File: config.mk
export PLATFORM = sky130hd
export DESIGN_NAME = bce_device_flat
export DESIGN_NICKNAME = d
export VERILOG_FILES = /design/src/inc/bce_pkg.sv /design/src/inc/bce_link_if.sv /design/src/design/bce_device.sv /design/src/flat_wrapper.sv
export SDC_FILE = /design/constraint.sdc
export NUM_CORES = 1
export LEC_CHECK = 0
export ABC_CLOCK_PERIOD_IN_PS = 3100
export BUFFER_PORTS_ARGS = -buffer_cell sky130_fd_sc_hd__buf_2
export CORE_MARGIN = 2
export CORE_UTILIZATION = 57
export DETAILED_ROUTE_END_ITERATION = 6
export PLACE_DENSITY = 0.85
export SETUP_SLACK_MARGIN = 0.2
export SLEW_MARGIN = 20
export SYNTH_ARGS = -nofsm -noshare
export SYNTH_HDL_FRONTEND = slang
export SYNTH_SLANG_ARGS = --single-unit
File: constraint.sdc
create_clock -name hclk -period 3.1 [get_ports hclk]
set_input_delay 0.155 -clock hclk [delete_from_list [all_inputs] [get_ports hclk]]
set_output_delay 0.155 -clock hclk [all_outputs]
set_load 0.005 [all_outputs]
File: src/inc/bce_pkg.sv
// shared constants and types of the byte crc engine and its controller
package bce_pkg;

    ////////////////////////////////////////
    // register addresses on the device's own register port
    localparam logic [7:0] BCE_SFR_DATA = 8'h91;
    localparam logic [7:0] BCE_SFR_CTRL = 8'h92;
    localparam logic [7:0] BCE_SFR_INPUT = 8'h93;
    localparam logic [7:0] BCE_SFR_AUTO = 8'h96;
    localparam logic [7:0] BCE_SFR_COUNT = 8'h97;

    ////////////////////////////////////////
    // field positions and reset values
    localparam int BCE_CTRL_SEL_BIT = 4;
    localparam int BCE_CTRL_INIT_BIT = 3;
    localparam int BCE_CTRL_VAL_BIT = 2;
    localparam int BCE_CTRL_PTR_LSB = 0;
    localparam int BCE_AUTO_EN_BIT = 7;
    localparam int BCE_AUTO_IDX_W = 6;
    localparam logic [7:0] BCE_REG8_RST = 8'h00;
    localparam logic [31:0] BCE_RESULT_RST = 32'h0000_0000;

    ////////////////////////////////////////
    // polynomials and start values
    localparam logic [31:0] BCE_POLY32 = 32'h04C1_1DB7;
    localparam logic [15:0] BCE_POLY16 = 16'h1021;
    localparam logic [31:0] BCE_START_ZEROS = 32'h0000_0000;
    localparam logic [31:0] BCE_START_ONES = 32'hFFFF_FFFF;

    ////////////////////////////////////////
    // flash walk and buffering
    localparam int BCE_SECTOR_BYTES = 1024;
    localparam int BCE_SECTOR_SHIFT = $clog2(BCE_SECTOR_BYTES);
    localparam int BCE_FLASH_AW = 16;
    localparam int BCE_FIFO_DEPTH = 2;
    localparam int BCE_FIFO_W = 8;
    localparam int BCE_LEFT_W = 8 + BCE_SECTOR_SHIFT;

    ////////////////////////////////////////
    // controller bus map
    localparam logic [31:0] BCE_AHB_WINDOW_TOP = 32'h0000_0400;
    localparam logic [31:0] BCE_AHB_STATUS = 32'h0000_0400;

    typedef enum logic [4:0] {
        BCE_ST_IDLE = 5'b00001,
        BCE_ST_WDATA = 5'b00010,
        BCE_ST_ISSUE = 5'b00100,
        BCE_ST_WAIT = 5'b01000,
        BCE_ST_DONE = 5'b10000
    } bce_ctl_state_t;

endpackage

File: src/inc/bce_link_if.sv
// register port between the controller and the crc engine
`timescale 1ns/1ps
interface bce_link_if;
    logic sfr_wr;
    logic sfr_rd;
    logic [7:0] sfr_addr;
    logic [7:0] sfr_wdata;
    logic [7:0] sfr_rdata;
    logic cpu_stall;

    modport ctl (
        output sfr_wr,
        output sfr_rd,
        output sfr_addr,
        output sfr_wdata,
        input sfr_rdata,
        input cpu_stall
    );

    modport dev (
        input sfr_wr,
        input sfr_rd,
        input sfr_addr,
        input sfr_wdata,
        output sfr_rdata,
        output cpu_stall
    );
endinterface

File: src/design/bce_device.sv
// byte crc engine: register port, crc datapath, automatic flash walk
//
// Notes on behaviour
// - two polynomials, 0x1021 and 0x04C11DB7
// - select 0 gives 32-bit, 1 gives 16-bit
// - start value zeros for 0, ones for 1
// - init write loads chosen start value
// - each input byte XORed into top bits
// - eight shifts, polynomial XOR on top bit
// - result updates after every input byte
// - software programs sector index, enable, count
// - control write with auto enabled starts walk
// - cpu stalled until walk completes
// - software clears enable before reading result
// - pointer selects result byte, increments per access
// - result holds until init, write, input or walk byte
// - pointer codes map bytes; 16-bit aliases upper
//
// The AHB-Lite register port and the address map were chosen for this implementation.
`timescale 1ns/1ps
module bce_device
    import bce_pkg::*;
#(
    parameter int FLASH_AW = BCE_FLASH_AW,
    parameter int FIFO_DEPTH = BCE_FIFO_DEPTH,
    parameter int FIFO_W = BCE_FIFO_W
) (
    // clock and reset
    input wire logic hclk,
    input wire logic hresetn,
    // register port from the controller
    bce_link_if.dev link,
    // flash read requests
    output logic flash_req_valid,
    input wire logic flash_req_ready,
    output logic [FLASH_AW-1:0] flash_req_addr,
    // flash read data
    input wire logic flash_rsp_valid,
    output logic flash_rsp_ready,
    input wire logic [FIFO_W-1:0] flash_rsp_data,
    // status
    output logic auto_busy
);

    localparam int PTR_W = (FIFO_DEPTH > 1) ? $clog2(FIFO_DEPTH) : 1;
    localparam int CNT_W = $clog2(FIFO_DEPTH + 1);

    ////////////////////////////////////////
    // state
    logic [31:0] result_reg;
    logic poly_sel_reg;
    logic val_sel_reg;
    logic [1:0] ptr_reg;
    logic [7:0] input_reg;
    logic [7:0] auto_reg;
    logic [7:0] count_reg;
    logic [7:0] rdata_reg;
    logic busy_reg;
    logic [BCE_LEFT_W-1:0] req_left_reg;
    logic [BCE_LEFT_W-1:0] use_left_reg;
    logic [FLASH_AW-1:0] req_addr_reg;
    logic [FIFO_W-1:0] fifo_mem [FIFO_DEPTH];
    logic [PTR_W-1:0] fifo_wr_reg;
    logic [PTR_W-1:0] fifo_rd_reg;
    logic [CNT_W-1:0] fifo_cnt_reg;

    ////////////////////////////////////////
    // decode
    logic wr_data;
    logic wr_ctrl;
    logic wr_input;
    logic wr_auto;
    logic wr_count;
    logic rd_data;
    logic init_req;
    logic start_walk;
    logic [1:0] byte_sel;
    logic fifo_full;
    logic fifo_valid;
    logic fifo_push;
    logic fifo_pop;
    logic req_fire;
    logic result_busy;

    assign wr_data = link.sfr_wr && (link.sfr_addr == BCE_SFR_DATA);
    assign wr_ctrl = link.sfr_wr && (link.sfr_addr == BCE_SFR_CTRL);
    assign wr_input = link.sfr_wr && (link.sfr_addr == BCE_SFR_INPUT);
    assign wr_auto = link.sfr_wr && (link.sfr_addr == BCE_SFR_AUTO);
    assign wr_count = link.sfr_wr && (link.sfr_addr == BCE_SFR_COUNT);
    assign rd_data = link.sfr_rd && (link.sfr_addr == BCE_SFR_DATA);
    assign init_req = wr_ctrl && link.sfr_wdata[BCE_CTRL_INIT_BIT];

    // in 16-bit mode codes 10 and 11 fold back onto the low two bytes
    assign byte_sel = poly_sel_reg ? {1'b0, ptr_reg[0]} : ptr_reg;

    // with enable set, a nonzero count and no walk running, any control write starts the walk; the written value is irrelevant
    assign start_walk = wr_ctrl && auto_reg[BCE_AUTO_EN_BIT] && !busy_reg && (count_reg != 8'h00);

    ////////////////////////////////////////
    // crc of one byte
    function automatic logic [31:0] crc_step(input logic [31:0] cur, input logic [7:0] din, input logic sel16);
        logic [31:0] acc;
        acc = sel16 ? {cur[31:16], cur[15:0] ^ {din, 8'h00}} : (cur ^ {din, 24'h00_0000});
        for (int i = 0; i < 8; i++) begin
            if (sel16) begin
                acc[15:0] = acc[15] ? ({acc[14:0], 1'b0} ^ BCE_POLY16) : {acc[14:0], 1'b0};
            end else begin
                acc = acc[31] ? ({acc[30:0], 1'b0} ^ BCE_POLY32) : {acc[30:0], 1'b0};
            end
        end
        return acc;
    endfunction

    ////////////////////////////////////////
    // control fields
    always_ff @(posedge hclk or negedge hresetn) begin
        if (!hresetn) begin
            poly_sel_reg <= 1'b0;
            val_sel_reg <= 1'b0;
        end else if (wr_ctrl) begin
            poly_sel_reg <= link.sfr_wdata[BCE_CTRL_SEL_BIT];
            val_sel_reg <= link.sfr_wdata[BCE_CTRL_VAL_BIT];
        end
    end

    always_ff @(posedge hclk or negedge hresetn) begin
        if (!hresetn) begin
            ptr_reg <= 2'b00;
        end else if (wr_ctrl) begin
            ptr_reg <= link.sfr_wdata[BCE_CTRL_PTR_LSB +: 2];
        end else if (wr_data || rd_data) begin
            ptr_reg <= ptr_reg + 2'b01;
        end
    end

    always_ff @(posedge hclk or negedge hresetn) begin
        if (!hresetn) begin
            input_reg <= BCE_REG8_RST;
            auto_reg <= BCE_REG8_RST;
            count_reg <= BCE_REG8_RST;
        end else begin
            if (wr_input) begin
                input_reg <= link.sfr_wdata;
            end
            if (wr_auto) begin
                auto_reg <= link.sfr_wdata;
            end
            if (wr_count) begin
                count_reg <= link.sfr_wdata;
            end
        end
    end

    ////////////////////////////////////////
    // result register; register writes take priority over flash bytes
    assign result_busy = init_req || wr_data || wr_input;

    always_ff @(posedge hclk or negedge hresetn) begin
        if (!hresetn) begin
            result_reg <= BCE_RESULT_RST;
        end else if (init_req) begin
            // the start value follows the select bit written alongside
            result_reg <= link.sfr_wdata[BCE_CTRL_VAL_BIT] ? BCE_START_ONES : BCE_START_ZEROS;
        end else if (wr_data) begin
            result_reg[byte_sel*8 +: 8] <= link.sfr_wdata;
        end else if (wr_input) begin
            result_reg <= crc_step(result_reg, link.sfr_wdata, poly_sel_reg);
        end else if (fifo_pop) begin
            result_reg <= crc_step(result_reg, fifo_mem[fifo_rd_reg], poly_sel_reg);
        end
    end

    ////////////////////////////////////////
    // read data, one cycle after the read strobe
    always_ff @(posedge hclk or negedge hresetn) begin
        if (!hresetn) begin
            rdata_reg <= BCE_REG8_RST;
        end else if (link.sfr_rd) begin
            case (link.sfr_addr)
                BCE_SFR_DATA: rdata_reg <= result_reg[byte_sel*8 +: 8];
                BCE_SFR_CTRL: rdata_reg <= {3'b000, poly_sel_reg, 1'b0, val_sel_reg, ptr_reg};
                BCE_SFR_INPUT: rdata_reg <= input_reg;
                BCE_SFR_AUTO: rdata_reg <= auto_reg;
                BCE_SFR_COUNT: rdata_reg <= count_reg;
                default: rdata_reg <= 8'h00;
            endcase
        end
    end

    assign link.sfr_rdata = rdata_reg;

    ////////////////////////////////////////
    // enable stays set after a walk: the next control write restarts it
    assign req_fire = flash_req_valid && flash_req_ready;
    assign flash_req_valid = busy_reg && (req_left_reg != '0);
    assign flash_req_addr = req_addr_reg;

    always_ff @(posedge hclk or negedge hresetn) begin
        if (!hresetn) begin
            busy_reg <= 1'b0;
        end else if (start_walk) begin
            busy_reg <= 1'b1;
        end else if (fifo_pop && (use_left_reg == BCE_LEFT_W'(1))) begin
            busy_reg <= 1'b0;
        end
    end

    always_ff @(posedge hclk or negedge hresetn) begin
        if (!hresetn) begin
            req_left_reg <= '0;
            req_addr_reg <= '0;
        end else if (start_walk) begin
            req_left_reg <= BCE_LEFT_W'({count_reg, {BCE_SECTOR_SHIFT{1'b0}}});
            req_addr_reg <= FLASH_AW'({auto_reg[BCE_AUTO_IDX_W-1:0], {BCE_SECTOR_SHIFT{1'b0}}});
        end else if (req_fire) begin
            req_left_reg <= req_left_reg - BCE_LEFT_W'(1);
            req_addr_reg <= req_addr_reg + FLASH_AW'(1);
        end
    end

    always_ff @(posedge hclk or negedge hresetn) begin
        if (!hresetn) begin
            use_left_reg <= '0;
        end else if (start_walk) begin
            use_left_reg <= BCE_LEFT_W'({count_reg, {BCE_SECTOR_SHIFT{1'b0}}});
        end else if (fifo_pop) begin
            use_left_reg <= use_left_reg - BCE_LEFT_W'(1);
        end
    end

    assign auto_busy = busy_reg;
    assign link.cpu_stall = busy_reg;

    ////////////////////////////////////////
    // flash data buffer; a full buffer holds the flash off
    assign fifo_full = (fifo_cnt_reg == CNT_W'(FIFO_DEPTH));
    assign fifo_valid = (fifo_cnt_reg != '0);
    assign flash_rsp_ready = !fifo_full;
    assign fifo_push = flash_rsp_valid && !fifo_full;
    // drained only by a walk, and never in a cycle that writes the result
    assign fifo_pop = fifo_valid && busy_reg && !result_busy;

    always_ff @(posedge hclk) begin
        if (fifo_push) begin
            fifo_mem[fifo_wr_reg] <= flash_rsp_data;
        end
    end

    always_ff @(posedge hclk or negedge hresetn) begin
        if (!hresetn) begin
            fifo_wr_reg <= '0;
            fifo_rd_reg <= '0;
        end else begin
            if (fifo_push) begin
                fifo_wr_reg <= (fifo_wr_reg == PTR_W'(FIFO_DEPTH - 1)) ? '0 : fifo_wr_reg + PTR_W'(1);
            end
            if (fifo_pop) begin
                fifo_rd_reg <= (fifo_rd_reg == PTR_W'(FIFO_DEPTH - 1)) ? '0 : fifo_rd_reg + PTR_W'(1);
            end
        end
    end

    always_ff @(posedge hclk or negedge hresetn) begin
        if (!hresetn) begin
            fifo_cnt_reg <= '0;
        end else if (fifo_push && !fifo_pop) begin
            fifo_cnt_reg <= fifo_cnt_reg + CNT_W'(1);
        end else if (fifo_pop && !fifo_push) begin
            fifo_cnt_reg <= fifo_cnt_reg - CNT_W'(1);
        end
    end

endmodule

File: src/flat_wrapper.sv
// flat-port wrapper written by rule: the top's interface ports become plain ports
module bce_device_flat import bce_pkg::*;
#(
    parameter int FLASH_AW = BCE_FLASH_AW,
    parameter int FIFO_DEPTH = BCE_FIFO_DEPTH,
    parameter int FIFO_W = BCE_FIFO_W
)
  (hclk, hresetn, flash_req_valid, flash_req_ready, flash_req_addr, flash_rsp_valid, flash_rsp_ready, flash_rsp_data, auto_busy, link_sfr_wr, link_sfr_rd, link_sfr_addr, link_sfr_wdata, link_sfr_rdata, link_cpu_stall);
  bce_link_if link_i ();
  input wire logic hclk;
  input wire logic hresetn;
  output logic flash_req_valid;
  input wire logic flash_req_ready;
  output logic [FLASH_AW-1:0] flash_req_addr;
  input wire logic flash_rsp_valid;
  output logic flash_rsp_ready;
  input wire logic [FIFO_W-1:0] flash_rsp_data;
  output logic auto_busy;
  input wire logic [$bits(link_i.sfr_wr)-1:0] link_sfr_wr;
  input wire logic [$bits(link_i.sfr_rd)-1:0] link_sfr_rd;
  input wire logic [$bits(link_i.sfr_addr)-1:0] link_sfr_addr;
  input wire logic [$bits(link_i.sfr_wdata)-1:0] link_sfr_wdata;
  output wire logic [$bits(link_i.sfr_rdata)-1:0] link_sfr_rdata;
  output wire logic [$bits(link_i.cpu_stall)-1:0] link_cpu_stall;
  assign link_i.sfr_wr = link_sfr_wr;
  assign link_i.sfr_rd = link_sfr_rd;
  assign link_i.sfr_addr = link_sfr_addr;
  assign link_i.sfr_wdata = link_sfr_wdata;
  assign link_sfr_rdata = link_i.sfr_rdata;
  assign link_cpu_stall = link_i.cpu_stall;
  bce_device #(.FLASH_AW(FLASH_AW), .FIFO_DEPTH(FIFO_DEPTH), .FIFO_W(FIFO_W)) u_core (.hclk(hclk), .hresetn(hresetn), .link(link_i), .flash_req_valid(flash_req_valid), .flash_req_ready(flash_req_ready), .flash_req_addr(flash_req_addr), .flash_rsp_valid(flash_rsp_valid), .flash_rsp_ready(flash_rsp_ready), .flash_rsp_data(flash_rsp_data), .auto_busy(auto_busy));
endmodule
Yosys cells after proc, flatten, opt, wreduce, memory -nomap -nowiden
Memories as Yosys holds them, arrays and structs flattened.
Cells that the tools add are included.
{"block": "word_totals", "regBits": 125, "ram_bits": 16, "wordCells": 294, "memories": 1}
{"name": "u_core.fifo_mem", "words": 2, "width": 8, "read_ports": 1, "rd_ports_with_merged_regs": 0, "wr": 1, "line_no": "bce_device.sv:62", "rtl": "logic [FIFO_W-1:0] fifo_mem [FIFO_DEPTH];"}
{"block": "op_classes", "addsub": 9, "eq_ne": 7, "n_shift": 3, "n_mux": 188, "bitwise": 36, "n_reduce_logical": 35}
{"operator": "16-bit 2-to-1 mux", "n": 132}
{"operator": "27-bit 2-to-1 mux", "n": 16}
{"operator": "32-bit 2-to-1 mux", "n": 7}
{"operator": "14-bit inverter", "n": 16}
{"operator": "13-bit 2-to-1 mux", "n": 16}
{"operator": "18-bit 2-to-1 mux", "n": 4}
{"operator": "32-bit bitwise XOR", "n": 2}
{"operator": "3-bit inverter", "n": 16}
{"operator": "8-bit == test (second input constant)", "n": 5}
{"operator": "8-bit case mux with 5 select lines", "n": 1}
{"operator": "18-bit by 1-bit subtractor with 18-bit output (second input constant)", "n": 2}
{"operator": "5-bit negator with 34-bit output", "n": 1}
{"operator": "8-bit by 34-bit variable shift with 32-bit output (first input constant)", "n": 1}
{"operator": "8-bit by 34-bit indexed part select with 32-bit output", "n": 1}
{"operator": "32-bit bitwise mux", "n": 1}
{"operator": "32-bit by 6-bit indexed part select with 8-bit output", "n": 1}
{"operator": "16-bit bitwise XOR", "n": 2}
{"operator": "18-bit by 1-bit == test with 1-bit output (second input constant)", "n": 1}
{"operator": "1-bit logical AND", "n": 18}
{"operator": "18-bit nonzero test", "n": 1}
{"operator": "16-bit by 1-bit adder with 16-bit output (second input constant)", "n": 1}
{"operator": "2-bit nonzero test", "n": 6}
{"operator": "2-bit 2-to-1 mux", "n": 5}
{"operator": "8-bit nonzero test", "n": 1}
{"operator": "other kinds (8)", "n": 21}

Depth between registers and ports, before layout
Gate-level depths: netlist of run 1.
{"block": "logic_depth", "ltp_word": 60, "mapped_depth": 13}

Worst setup path after synthesis of run 1
No wires, ideal clock.
{"block": "synth_path", "kind": "register to register", "startpoint": "reg u_core.poly_sel_reg", "endpoint": "reg u_core.result_reg[11]", "setup_time_ps": 80, "arrival_time_ps": 2846, "required_ps": 3020, "setup_slack_ps": 174, "stages_incl_launch_ff": 14, "n_path_buf": 3, "period_less_slack_ps": 2926, "path_cell_list": "dfrtp_1 > buf_2 > buf_1 > nor2b_1 > clkbuf_1 > inv_1 > ha_1 > nand2_1 > nor3_1 > nand2_1 > o21ai_0 > nor2_1 > and3_1 > nor3_2"}
{"block": "synth_between", "elab_chain_len": 55}
{"item": "start: declaration", "line_no": "bce_device.sv:51", "rtl": "logic poly_sel_reg;"}
{"item": "start signal: assignment", "line_no": "bce_device.sv:121", "rtl": "poly_sel_reg <= link.sfr_wdata[BCE_CTRL_SEL_BIT];"}
{"item": "32-bit 2-to-1 mux", "line_no": "bce_device.sv:103", "rtl": "acc = sel16 ? {cur[31:16], cur[15:0] ^ {din, 8'h00}} : (cur ^ {din, 24'h00_0000});"}
{"item": "14-bit inverter (no source line)"}
{"item": "27-bit 2-to-1 mux", "line_no": "bce_device.sv:108", "rtl": "acc = acc[31] ? ({acc[30:0], 1'b0} ^ BCE_POLY32) : {acc[30:0], 1'b0};"}
{"item": "16-bit 2-to-1 mux", "line_no": "bce_device.sv:105", "rtl": "if (sel16) begin"}
{"item": "16-bit 2-to-1 mux", "line_no": "bce_device.sv:168", "rtl": "end else if (fifo_pop) begin"}
{"item": "16-bit 2-to-1 mux", "line_no": "bce_device.sv:166", "rtl": "end else if (wr_input) begin"}
{"item": "16-bit 2-to-1 mux", "line_no": "bce_device.sv:164", "rtl": "end else if (wr_data) begin"}
{"item": "16-bit 2-to-1 mux", "line_no": "bce_device.sv:161", "rtl": "end else if (init_req) begin"}
{"item": "[... 39 more ...]"}
{"item": "16-bit 2-to-1 mux", "line_no": "bce_device.sv:161"}
{"item": "14-bit inverter (no source line)"}
{"item": "27-bit 2-to-1 mux", "line_no": "bce_device.sv:108"}
{"item": "16-bit 2-to-1 mux", "line_no": "bce_device.sv:105"}
{"item": "32-bit 2-to-1 mux", "line_no": "bce_device.sv:168"}
{"item": "32-bit 2-to-1 mux", "line_no": "bce_device.sv:166"}
{"item": "32-bit 2-to-1 mux (*)", "line_no": "bce_device.sv:164"}
{"item": "32-bit 2-to-1 mux (*)", "line_no": "bce_device.sv:161"}
{"item": "end signal: indexed assignment", "line_no": "bce_device.sv:165", "rtl": "result_reg[byte_sel*8 +: 8] <= link.sfr_wdata;"}
{"item": "end signal: assignment", "line_no": "bce_device.sv:167", "rtl": "result_reg <= crc_step(result_reg, link.sfr_wdata, poly_sel_reg);"}
{"item": "end signal: assignment", "line_no": "bce_device.sv:169", "rtl": "result_reg <= crc_step(result_reg, fifo_mem[fifo_rd_reg], poly_sel_reg);"}
{"item": "end: declaration", "line_no": "bce_device.sv:50", "rtl": "logic [31:0] result_reg;"}
Mark *: on every way between the ends. The rest lies on a longest branch, timed or not. The select of a mux whose other input is x is not followed.
A chain may end at the register's enable or synchronous reset.

Final worst setup path of run 1
{"block": "layout_path", "startpoint": "reg u_core.poly_sel_reg", "endpoint": "reg u_core.result_reg[14]"}
{"block": "layout_between", "elab_chain_len": 54}
{"item": "32-bit 2-to-1 mux", "line_no": "bce_device.sv:103"}
{"item": "14-bit inverter (no source line)"}
{"item": "27-bit 2-to-1 mux", "line_no": "bce_device.sv:108"}
{"item": "16-bit 2-to-1 mux", "line_no": "bce_device.sv:105"}
{"item": "16-bit 2-to-1 mux", "line_no": "bce_device.sv:168"}
{"item": "16-bit 2-to-1 mux", "line_no": "bce_device.sv:166"}
{"item": "16-bit 2-to-1 mux", "line_no": "bce_device.sv:164"}
{"item": "16-bit 2-to-1 mux", "line_no": "bce_device.sv:161"}
{"item": "[... 38 more ...]"}
{"item": "16-bit 2-to-1 mux", "line_no": "bce_device.sv:164"}
{"item": "16-bit 2-to-1 mux", "line_no": "bce_device.sv:161"}
{"item": "27-bit 2-to-1 mux", "line_no": "bce_device.sv:108"}
{"item": "16-bit 2-to-1 mux", "line_no": "bce_device.sv:105"}
{"item": "32-bit 2-to-1 mux", "line_no": "bce_device.sv:168"}
{"item": "32-bit 2-to-1 mux", "line_no": "bce_device.sv:166"}
{"item": "32-bit 2-to-1 mux (*)", "line_no": "bce_device.sv:164"}
{"item": "32-bit 2-to-1 mux (*)", "line_no": "bce_device.sv:161"}
Marked as above.

==> results of run 1 <==
-- what timing repair did --
item | 4_1_cts | 5_1_grt
hold buffers | 9 | 0
resized for setup | 0 | 5
endpoints found under the setup margin | 0 | 7
endpoints found under the hold margin | 76 | 0
-- synthesized netlist by cell type, drive strengths merged (17+ instances only) --
cell type / number / share of area (%)
mux2: 24 / 2.6
inv: 18 / 0.64
nand3: 26 / 1.2
or3: 23 / 1.4
nor3: 17 / 0.89
mux2i: 28 / 3.5
nand2: 127 / 4.5
buf: 22 / 1.1
xor2: 65 / 5.6
a21oi: 60 / 2.8
dfrtp: 125 / 29
o21ai: 85 / 4.0
xnor2: 151 / 14
clkbuf: 51 / 1.8
nor2: 99 / 3.6
-- worst min-delay path by stage --
stage	from	end	cells past startpoint
global placement	hresetn	u_core.result_reg[15]$_DFFE_PN0P_	1
floorplan	hresetn	u_core.auto_busy$_DFFE_PN0P_	0
finish	flash_rsp_valid	u_core.fifo_wr_reg$_DFFE_PN0P_	3
detailed placement	hresetn	u_core.result_reg[18]$_DFFE_PN0P_	1
global route	flash_rsp_valid	u_core.fifo_wr_reg$_DFFE_PN0P_	3
CTS	flash_rsp_valid	u_core.fifo_wr_reg$_DFFE_PN0P_	3
-- layer usage --
layer | part of all wire, % | vias up | global-route usage, %
met3 | 11 | 155 | 7.38
met5 | 0 | - | 0
li1 | - | 4121 | -
met4 | 5.0 | 0 | 16.4
met1 | 40 | 4446 | 46.9
met2 | 44 | 628 | 51.6
-- stage by stage --
step	cell area, um^2	setup WS (ns)
global route	12100	0.198
detailed placement	11400	0.241
floorplan	10600	0.307
CTS	12000	0.233
global placement	11400	0.283
finish	12100	0.230
-- area by class of cell --
type	instances	area [um^2]	area share, %
Multi-Input combinational cell	901	6670	55.3
Sequential cell	141	3610	29.9
Timing Repair Buffer	121	828	6.87
Clock buffer	17	425	3.53
Tap cell	229	287	2.37
Clock inverter	15	179	1.48
Inverter	18	67.6	0.560
-- worst max-delay path: cells and delay by family, from the launching register on --
| kind | cells | cell delay, ns |
|---|---|---|
| muxes | 2 | 0.58 |
| xor gates and xnor gates | 4 | 1.39 |
| DFF | 1 | 0.63 |
| and+or+nand+nor | 1 | 0.08 |
| AOI/OAI and AO/OA | 1 | 0.07 |
-- logic make-up (layout without fill, tap and decap cells) --
kind of cell,count (synthesis),count (layout),share of synthesized area (%)
and+or+nand+nor,364,364,16.5
AOI/OAI and AO/OA,237,237,13.9
xor gates and xnor gates,231,231,23.2
DFF,141,141,34.0
buffers and inverters,91,171,3.57
muxes,60,60,7.81
adders and majority gates,9,9,1.06
-- power groups by stage --
stage          registers (W)  clock network [W]  logic [W]
2_1_floorplan        0.00217                  0    0.00211
3_3_place_gp         0.00224                  0    0.00267
3_5_place_dp         0.00225                  0    0.00272
4_1_cts              0.00222            0.00208    0.00275
5_1_grt              0.00224            0.00217    0.00300
6_report             0.00223            0.00208    0.00281
==> reports/qor.tcl, run 1 <==
set qor(final-hold-violation-count) 0
set qor(timing.rr.end) {u_core.result_reg[14]$_DFFE_PN0P_}
set qor(finalMaxSlewViolations) 0
set qor(synth_async_sr_flop_share_pct) 88.7
set qor(end_kind) {flop}
set qor(yosysSeqAreaShare_pct) 34.0
set qor(clockPowerShare_pct) 29.2
set qor(netSwitchingFraction_pct) 36.9
set qor(tightestPinTransition_ns) 0.926
set qor(place.port_buffers) 57
set qor(layout_common_cells) {132 x sky130_fd_sc_hd__xnor2_1, 127 x sky130_fd_sc_hd__nand2_1, 123 x sky130_fd_sc_hd__dfrtp_1, 98 x sky130_fd_sc_hd__nor2_1, 78 x sky130_fd_sc_hd__o21ai_0}
set qor(clockRootBuffer) {sky130_fd_sc_hd__clkbuf_16}
set qor(criticalPathCategory) {reg2reg}
set qor(yosys_register_bits) 141
set qor(layout_commonest_cell) {sky130_fd_sc_hd__xnor2_1}
set qor(mappedNetlistNets) 1172
set qor(outcome) {finished, final reports clean}
set qor(worstRegToRegCells) 8
set qor(worst_r2r_startpoint) {u_core.poly_sel_reg$_DFFE_PN0P_}
set qor(finalWirelength_um) 32700
set qor(hold_class) {in2reg}
set qor(initial_antenna_violation_count) 0
set qor(post-route-drc-count) 0
set qor(die_w_um) 141
set qor(maximum_number_of_pins_on_one_net_before_global_route_repair) 63
set qor(global_route.usage.total_pct) 34.1
set qor(crit_path_max_incr_delay_ns) 0.63
set qor(internal_power_w) 0.00449
set qor(synth.yosys.warnings) 0
set qor(cp-startpoint) {u_core.poly_sel_reg$_DFFE_PN0P_}
set qor(design.final.nets) 1239
set qor(worst-r2r-setup-slack_ns) 0.23
set qor(final_cell_count_no_fill) 1442
set qor(synth_ff_type) {sky130_fd_sc_hd__dfrtp_1}
set qor(post_cts.repair.setup_buffers) 0
set qor(dp.final_hpwl_um) 23600
set qor(cp_cell_sequence) {mux2i_1 -> xor2_1 -> xnor2_1 -> mux2i_1 -> xnor2_2 -> xnor3_1 -> nand2_1 -> a21oi_1}
set qor(setup.worst_path.start_class) {flop}
set qor(layout-drive-gt1-share_pct) 18.6
set qor(largest_register_ff_count) 32
set qor(setup_violations) 0
set qor(synthCells) 1133
set qor(crit_path_to) {u_core.result_reg[14]$_DFFE_PN0P_}
set qor(place_inst) 1401
set qor(power_frac_comb_pct) 39.5
set qor(gpl.final_weighted_congestion) 1.02
set qor(worst_hold_slack_ns) 0.0443
set qor(power.total_w) 0.00712
set qor(cts_tree) {done}
set qor(io-pin-count) 58
set qor(vias) 9350
set qor(die_height_um) 141
set qor(path_common_cell) {sky130_fd_sc_hd__mux2i_1}
set qor(antenna_left) 0
set qor(critPathMaxFanout) 12
set qor(die_area_um2) 19800
set qor(numCtsBuffers) 17
set qor(wire_per_inst_um) 22.7
set qor(clock-skew-final_ns) 0.0140
set qor(area_growth_syn_to_layout_pct) 13.5
set qor(setup_repair_after_global_routing_missed_its_margin) {yes}
set qor(dr.first_iter.drc_count) 1359
set qor(reg_power_share_pct) 31.3
set qor(clk_pin_slew_worst_paths_ns) 0.07
set qor(netSwitchingPower_w) 0.00263
set qor(clock_sink_total) 141
set qor(worst_path_max_delay_cell) {sky130_fd_sc_hd__dfrtp_2}
set qor(clock_path_buffers) 2
set qor(grt_pass1_wl_um) 51800
set qor(timing.setup.tns_ns) 0
set qor(post-route-util_pct) 66.5
set qor(cp.required_ns) 3.42
set qor(final_period_utilization_pct) 92.6
set qor(initial_utilization_pct) 58.6
set qor(pwr_density_cell_nw_per_um2) 590
set qor(vias_in_the_first_global_route) 9231
set qor(netlist_area_um2) 10600
set qor(syn_avg_cell_area_um2) 9.38
set qor(core-area_um2) 18100
set qor(fp-row-count) 49
set qor(synth.distinct_cells) 78
set qor(cp.arrival_ns) 3.19
set qor(global_route.overflow_total) 0
set qor(route.detailed.vias_per_inst) 6.48
set qor(layout.filler_cells) 1439
set qor(synth_enable_flop_cells) 16
set qor(final_period_demand_of_the_worst_path_ns) 2.87
set qor(antenna_cells) 0
set qor(vdd_ir_drop_max_v) 0.000424
set qor(h-tree-depth) 4
set qor(cap_viol_max_count) 0
set qor(worst_skew_late_latency_ns) 0.44
set qor(drtPass1Iterations) 6
set qor(max_freq_ghz) 0.348
set qor(timing.slew.headroom_pct) 37.6
set qor(power.leakage_nw) 5.06
Note: power is estimated with default switching activity, not from simulation.
==> run 2: changes to the inputs <==
CELL_PAD_IN_SITES_DETAIL_PLACEMENT = 1   (was default)
CELL_PAD_IN_SITES_GLOBAL_PLACEMENT = 2   (was default)
CORE_UTILIZATION = 36   (was 57)
PLACE_DENSITY = 0.84   (was 0.85)
==> run 2 against run 1 <==
Setup slack better by 0.0078 ns. Design area rose by 3.0%. Die area is 56% higher. Via count fell by 0.61%. Routed wire length rose by 16%. Hold slack worse by 0.00063 ns. Core utilization decreased by 23 points. Non-clock buffer count is 27 higher. First-iteration DRC count is 46% lower. Critical endpoint is now u_core.result_reg[15]$_DFFE_PN0P_. Highest routed layer unchanged.
==> reports/qor.tcl, run 2 (synthesized netlist as in run 1, its figures left out) <==
set qor(outcome) {finished, final reports clean}
set qor(vias) 9293 ;# -0.61%
set qor(vias_in_the_first_global_route) 9524 ;# +3.2%
set qor(h-tree-depth) 4 ;# unchanged
set qor(setup.worst_path.start_class) {flop}
set qor(worst_path_max_delay_cell) {sky130_fd_sc_hd__xnor2_2}
set qor(numCtsBuffers) 17 ;# unchanged
set qor(hold-path-cell-count) 3 ;# unchanged
set qor(finalWirelength_um) 38000 ;# +16%
set qor(worstRegToRegCells) 9 ;# +1
set qor(timing.slew.headroom_pct) 46.6 ;# +9.0 points
set qor(worstSetupPathDepth) 9 ;# +1
set qor(largest_register_ff_count) 32 ;# unchanged
set qor(place_ws_ns) 0.165 ;# -0.0763 ns
set qor(finalMaxSlewViolations) 0 ;# unchanged
set qor(critPathTopFamily) {XOR/XNOR gates}
set qor(criticalPathCategory) {reg2reg}
set qor(route.detailed.vias_per_inst) 5.72 ;# -12%
set qor(antenna_cells) 0 ;# unchanged
set qor(crit_path_max_incr_delay_ns) 0.52 ;# -0.11 ns
set qor(max_freq_ghz) 0.349 ;# +0.27%
set qor(critPathMaxFanout) 6 ;# -6
set qor(fp-row-count) 62 ;# +27%
set qor(layout_common_cells) {133 x sky130_fd_sc_hd__xnor2_1, 127 x sky130_fd_sc_hd__nand2_1, 122 x sky130_fd_sc_hd__dfrtp_1, 98 x sky130_fd_sc_hd__nor2_1, 80 x sky130_fd_sc_hd__buf_4}
set qor(clockRootBuffer) {sky130_fd_sc_hd__clkbuf_16}
set qor(place.port_buffers) 57 ;# unchanged
set qor(worst-r2r-setup-slack_ns) 0.24 ;# about the same
set qor(final_period_demand_of_the_worst_path_ns) 2.86 ;# -0.00784 ns
set qor(timing.critical_path.buf_inv) 1 ;# +1
set qor(dr.first_iter.drc_count) 740 ;# -46%
set qor(worst_skew_late_latency_ns) 0.44 ;# about the same
set qor(antenna_left) 0 ;# unchanged
set qor(tightestPinTransition_ns) 0.792 ;# -0.134 ns
set qor(die_height_um) 176 ;# +25%
set qor(hold_class) {in2reg}
set qor(design.final.nets) 1266 ;# +2.2%
set qor(gpl.final_weighted_congestion) 0.929 ;# -9.4%
set qor(setup_repair_after_global_routing_missed_its_margin) {yes}
set qor(post-route-worst-setup-slack_ns) 0.238 ;# +0.00784 ns
set qor(final-hold-violation-count) 0 ;# unchanged
set qor(clk_pin_slew_worst_paths_ns) 0.07 ;# about the same
set qor(global_route.usage.total_pct) 25.2 ;# -8.9 points
set qor(clock-skew-final_ns) 0.0164 ;# +0.00246 ns
set qor(layout.filler_cells) 3358 ;# +130%
set qor(clock_sink_total) 141 ;# unchanged
set qor(global_route.overflow_total) 0 ;# unchanged
set qor(dp.final_hpwl_um) 28300 ;# +20%
set qor(cap_viol_max_count) 0 ;# unchanged
set qor(io-pin-count) 58 ;# unchanged
set qor(timing.setup.tns_ns) 0 ;# unchanged
set qor(vdd_ir_drop_max_v) 0.000421 ;# -0.87%
set qor(cp_cell_sequence) {buf_4 -> mux2i_4 -> xnor2_2 -> xnor3_1 -> xnor2_1 -> o21ai_0 -> xor2_1 -> nand2_1 -> a31oi_1}
set qor(drtPass1Iterations) 5 ;# -1
set qor(die_w_um) 176 ;# +25%
set qor(pwr_density_cell_nw_per_um2) 584 ;# -0.98%
set qor(setup_violations) 0 ;# unchanged
set qor(wire_per_inst_um) 23.4 ;# +3.1%
set qor(initial_utilization_pct) 36.8 ;# -22 points
set qor(layout_commonest_cell) {sky130_fd_sc_hd__xnor2_1}
set qor(maximum_number_of_pins_on_one_net_before_global_route_repair) 65 ;# +3.2%
set qor(die_area_um2) 30900 ;# +56%
set qor(cp.arrival_ns) 3.22 ;# +0.03 ns
set qor(core-area_um2) 28900 ;# +59%
set qor(power.leakage_nw) 5.16 ;# +2.0%
set qor(initial_antenna_violation_count) 0 ;# unchanged
set qor(cp.required_ns) 3.46 ;# +0.04 ns
set qor(end_kind) {flop}
set qor(clock_path_buffers) 2 ;# unchanged
set qor(final_period_utilization_pct) 92.3 ;# -0.25 points
set qor(power.total_w) 0.00726 ;# +2.0%
set qor(area_growth_syn_to_layout_pct) 16.9
set qor(layout-drive-gt1-share_pct) 20.3 ;# +1.7 points
set qor(cts_tree) {done}
set qor(grt_pass1_wl_um) 58800 ;# +13%
set qor(post-route-drc-count) 0 ;# unchanged
-- run 2: cell count changes in the layout (fill, tap and decap cells not counted), moves of 2 or more --
cell                       previous run  this run
sky130_fd_sc_hd__o21ai_0             78        76
sky130_fd_sc_hd__buf_4               53        80
sky130_fd_sc_hd__clkbuf_1             0         2
sky130_fd_sc_hd__clkinv_8             3         0
sky130_fd_sc_hd__o21ai_1              7         9
-- run 2: stage by stage --
| step | util [%] | area, um^2 | instances | hold slack, ns |
|---|---|---|---|---|
| global route | 43.0 | 12400 | 1624 | 0.0778 |
| detailed placement | 40.3 | 11600 | 1569 | 0.216 |
| floorplan | - | 10600 | 1133 | -0.141 |
| global placement | 40.3 | 11600 | 1569 | 0.212 |
| finish | 43.0 | 12400 | 1624 | 0.0437 |
| CTS | 42.7 | 12300 | 1613 | 0.0389 |
-- run 2: where the power goes --
group	internal (W)	switching, W	total, W
Sequential	0.00203	0.000196	0.00222
Clock	0.00115	0.000907	0.00206
Combinational	0.00140	0.00158	0.00298
Total	0.00458	0.00268	0.00726
-- run 2: worst paths after layout --
path | to | start
max reg2reg | u_core.result_reg[15]$_DFFE_PN0P_ | u_core.fifo_rd_reg$_DFFE_PN0P_
max | u_core.result_reg[15]$_DFFE_PN0P_ | u_core.fifo_rd_reg$_DFFE_PN0P_
max in group asynchronous | u_core.link.sfr_rdata[5]$_DFFE_PN0P_ | hresetn
min | u_core.fifo_wr_reg$_DFFE_PN0P_ | flash_rsp_valid
min reg2reg | u_core.input_reg[7]$_DFFE_PN0P_ | u_core.input_reg[7]$_DFFE_PN0P_
min in group asynchronous | u_core.result_reg[11]$_DFFE_PN0P_ | hresetn
-- run 2: area by class of cell --
type | instances | area (um^2) | area share (%)
Tap cell | 384 | 480 | 3.87
Clock inverter | 12 | 126 | 1.02
Clock buffer | 20 | 447 | 3.60
Inverter | 18 | 67.6 | 0.544
Multi-Input combinational cell | 901 | 6670 | 53.7
Timing Repair Buffer | 148 | 1020 | 8.23
Sequential cell | 141 | 3610 | 29.1
-- run 2: tightest hold or removal path, delay by kind of cell --
| kind | cells | cell delay [ns] |
|---|---|---|
| and+or+nand+nor | 1 | 0.10 |
| xor gates and xnor gates | 1 | 0.07 |
| buffers and inverters | 1 | 0.10 |
-- run 2: metal layers --
metal | track usage (%) | vias to the layer above | wire length [um]
met5 | 0 | - | 0
met2 | 39.0 | 327 | 17000
met4 | 10.4 | 0 | 1450
met3 | 5.54 | 79 | 2500
li1 | - | 4174 | -
met1 | 34.1 | 4713 | 17000
-- run 2: timing repair --
action                                  4_1_cts  5_1_grt
pin swaps                                     1        3
endpoints found under the setup margin        2       18
gates resized for setup                       1        6
hold buffers                                  9        0
setup buffers                                 3       11
hold endpoints to repair                     77        0
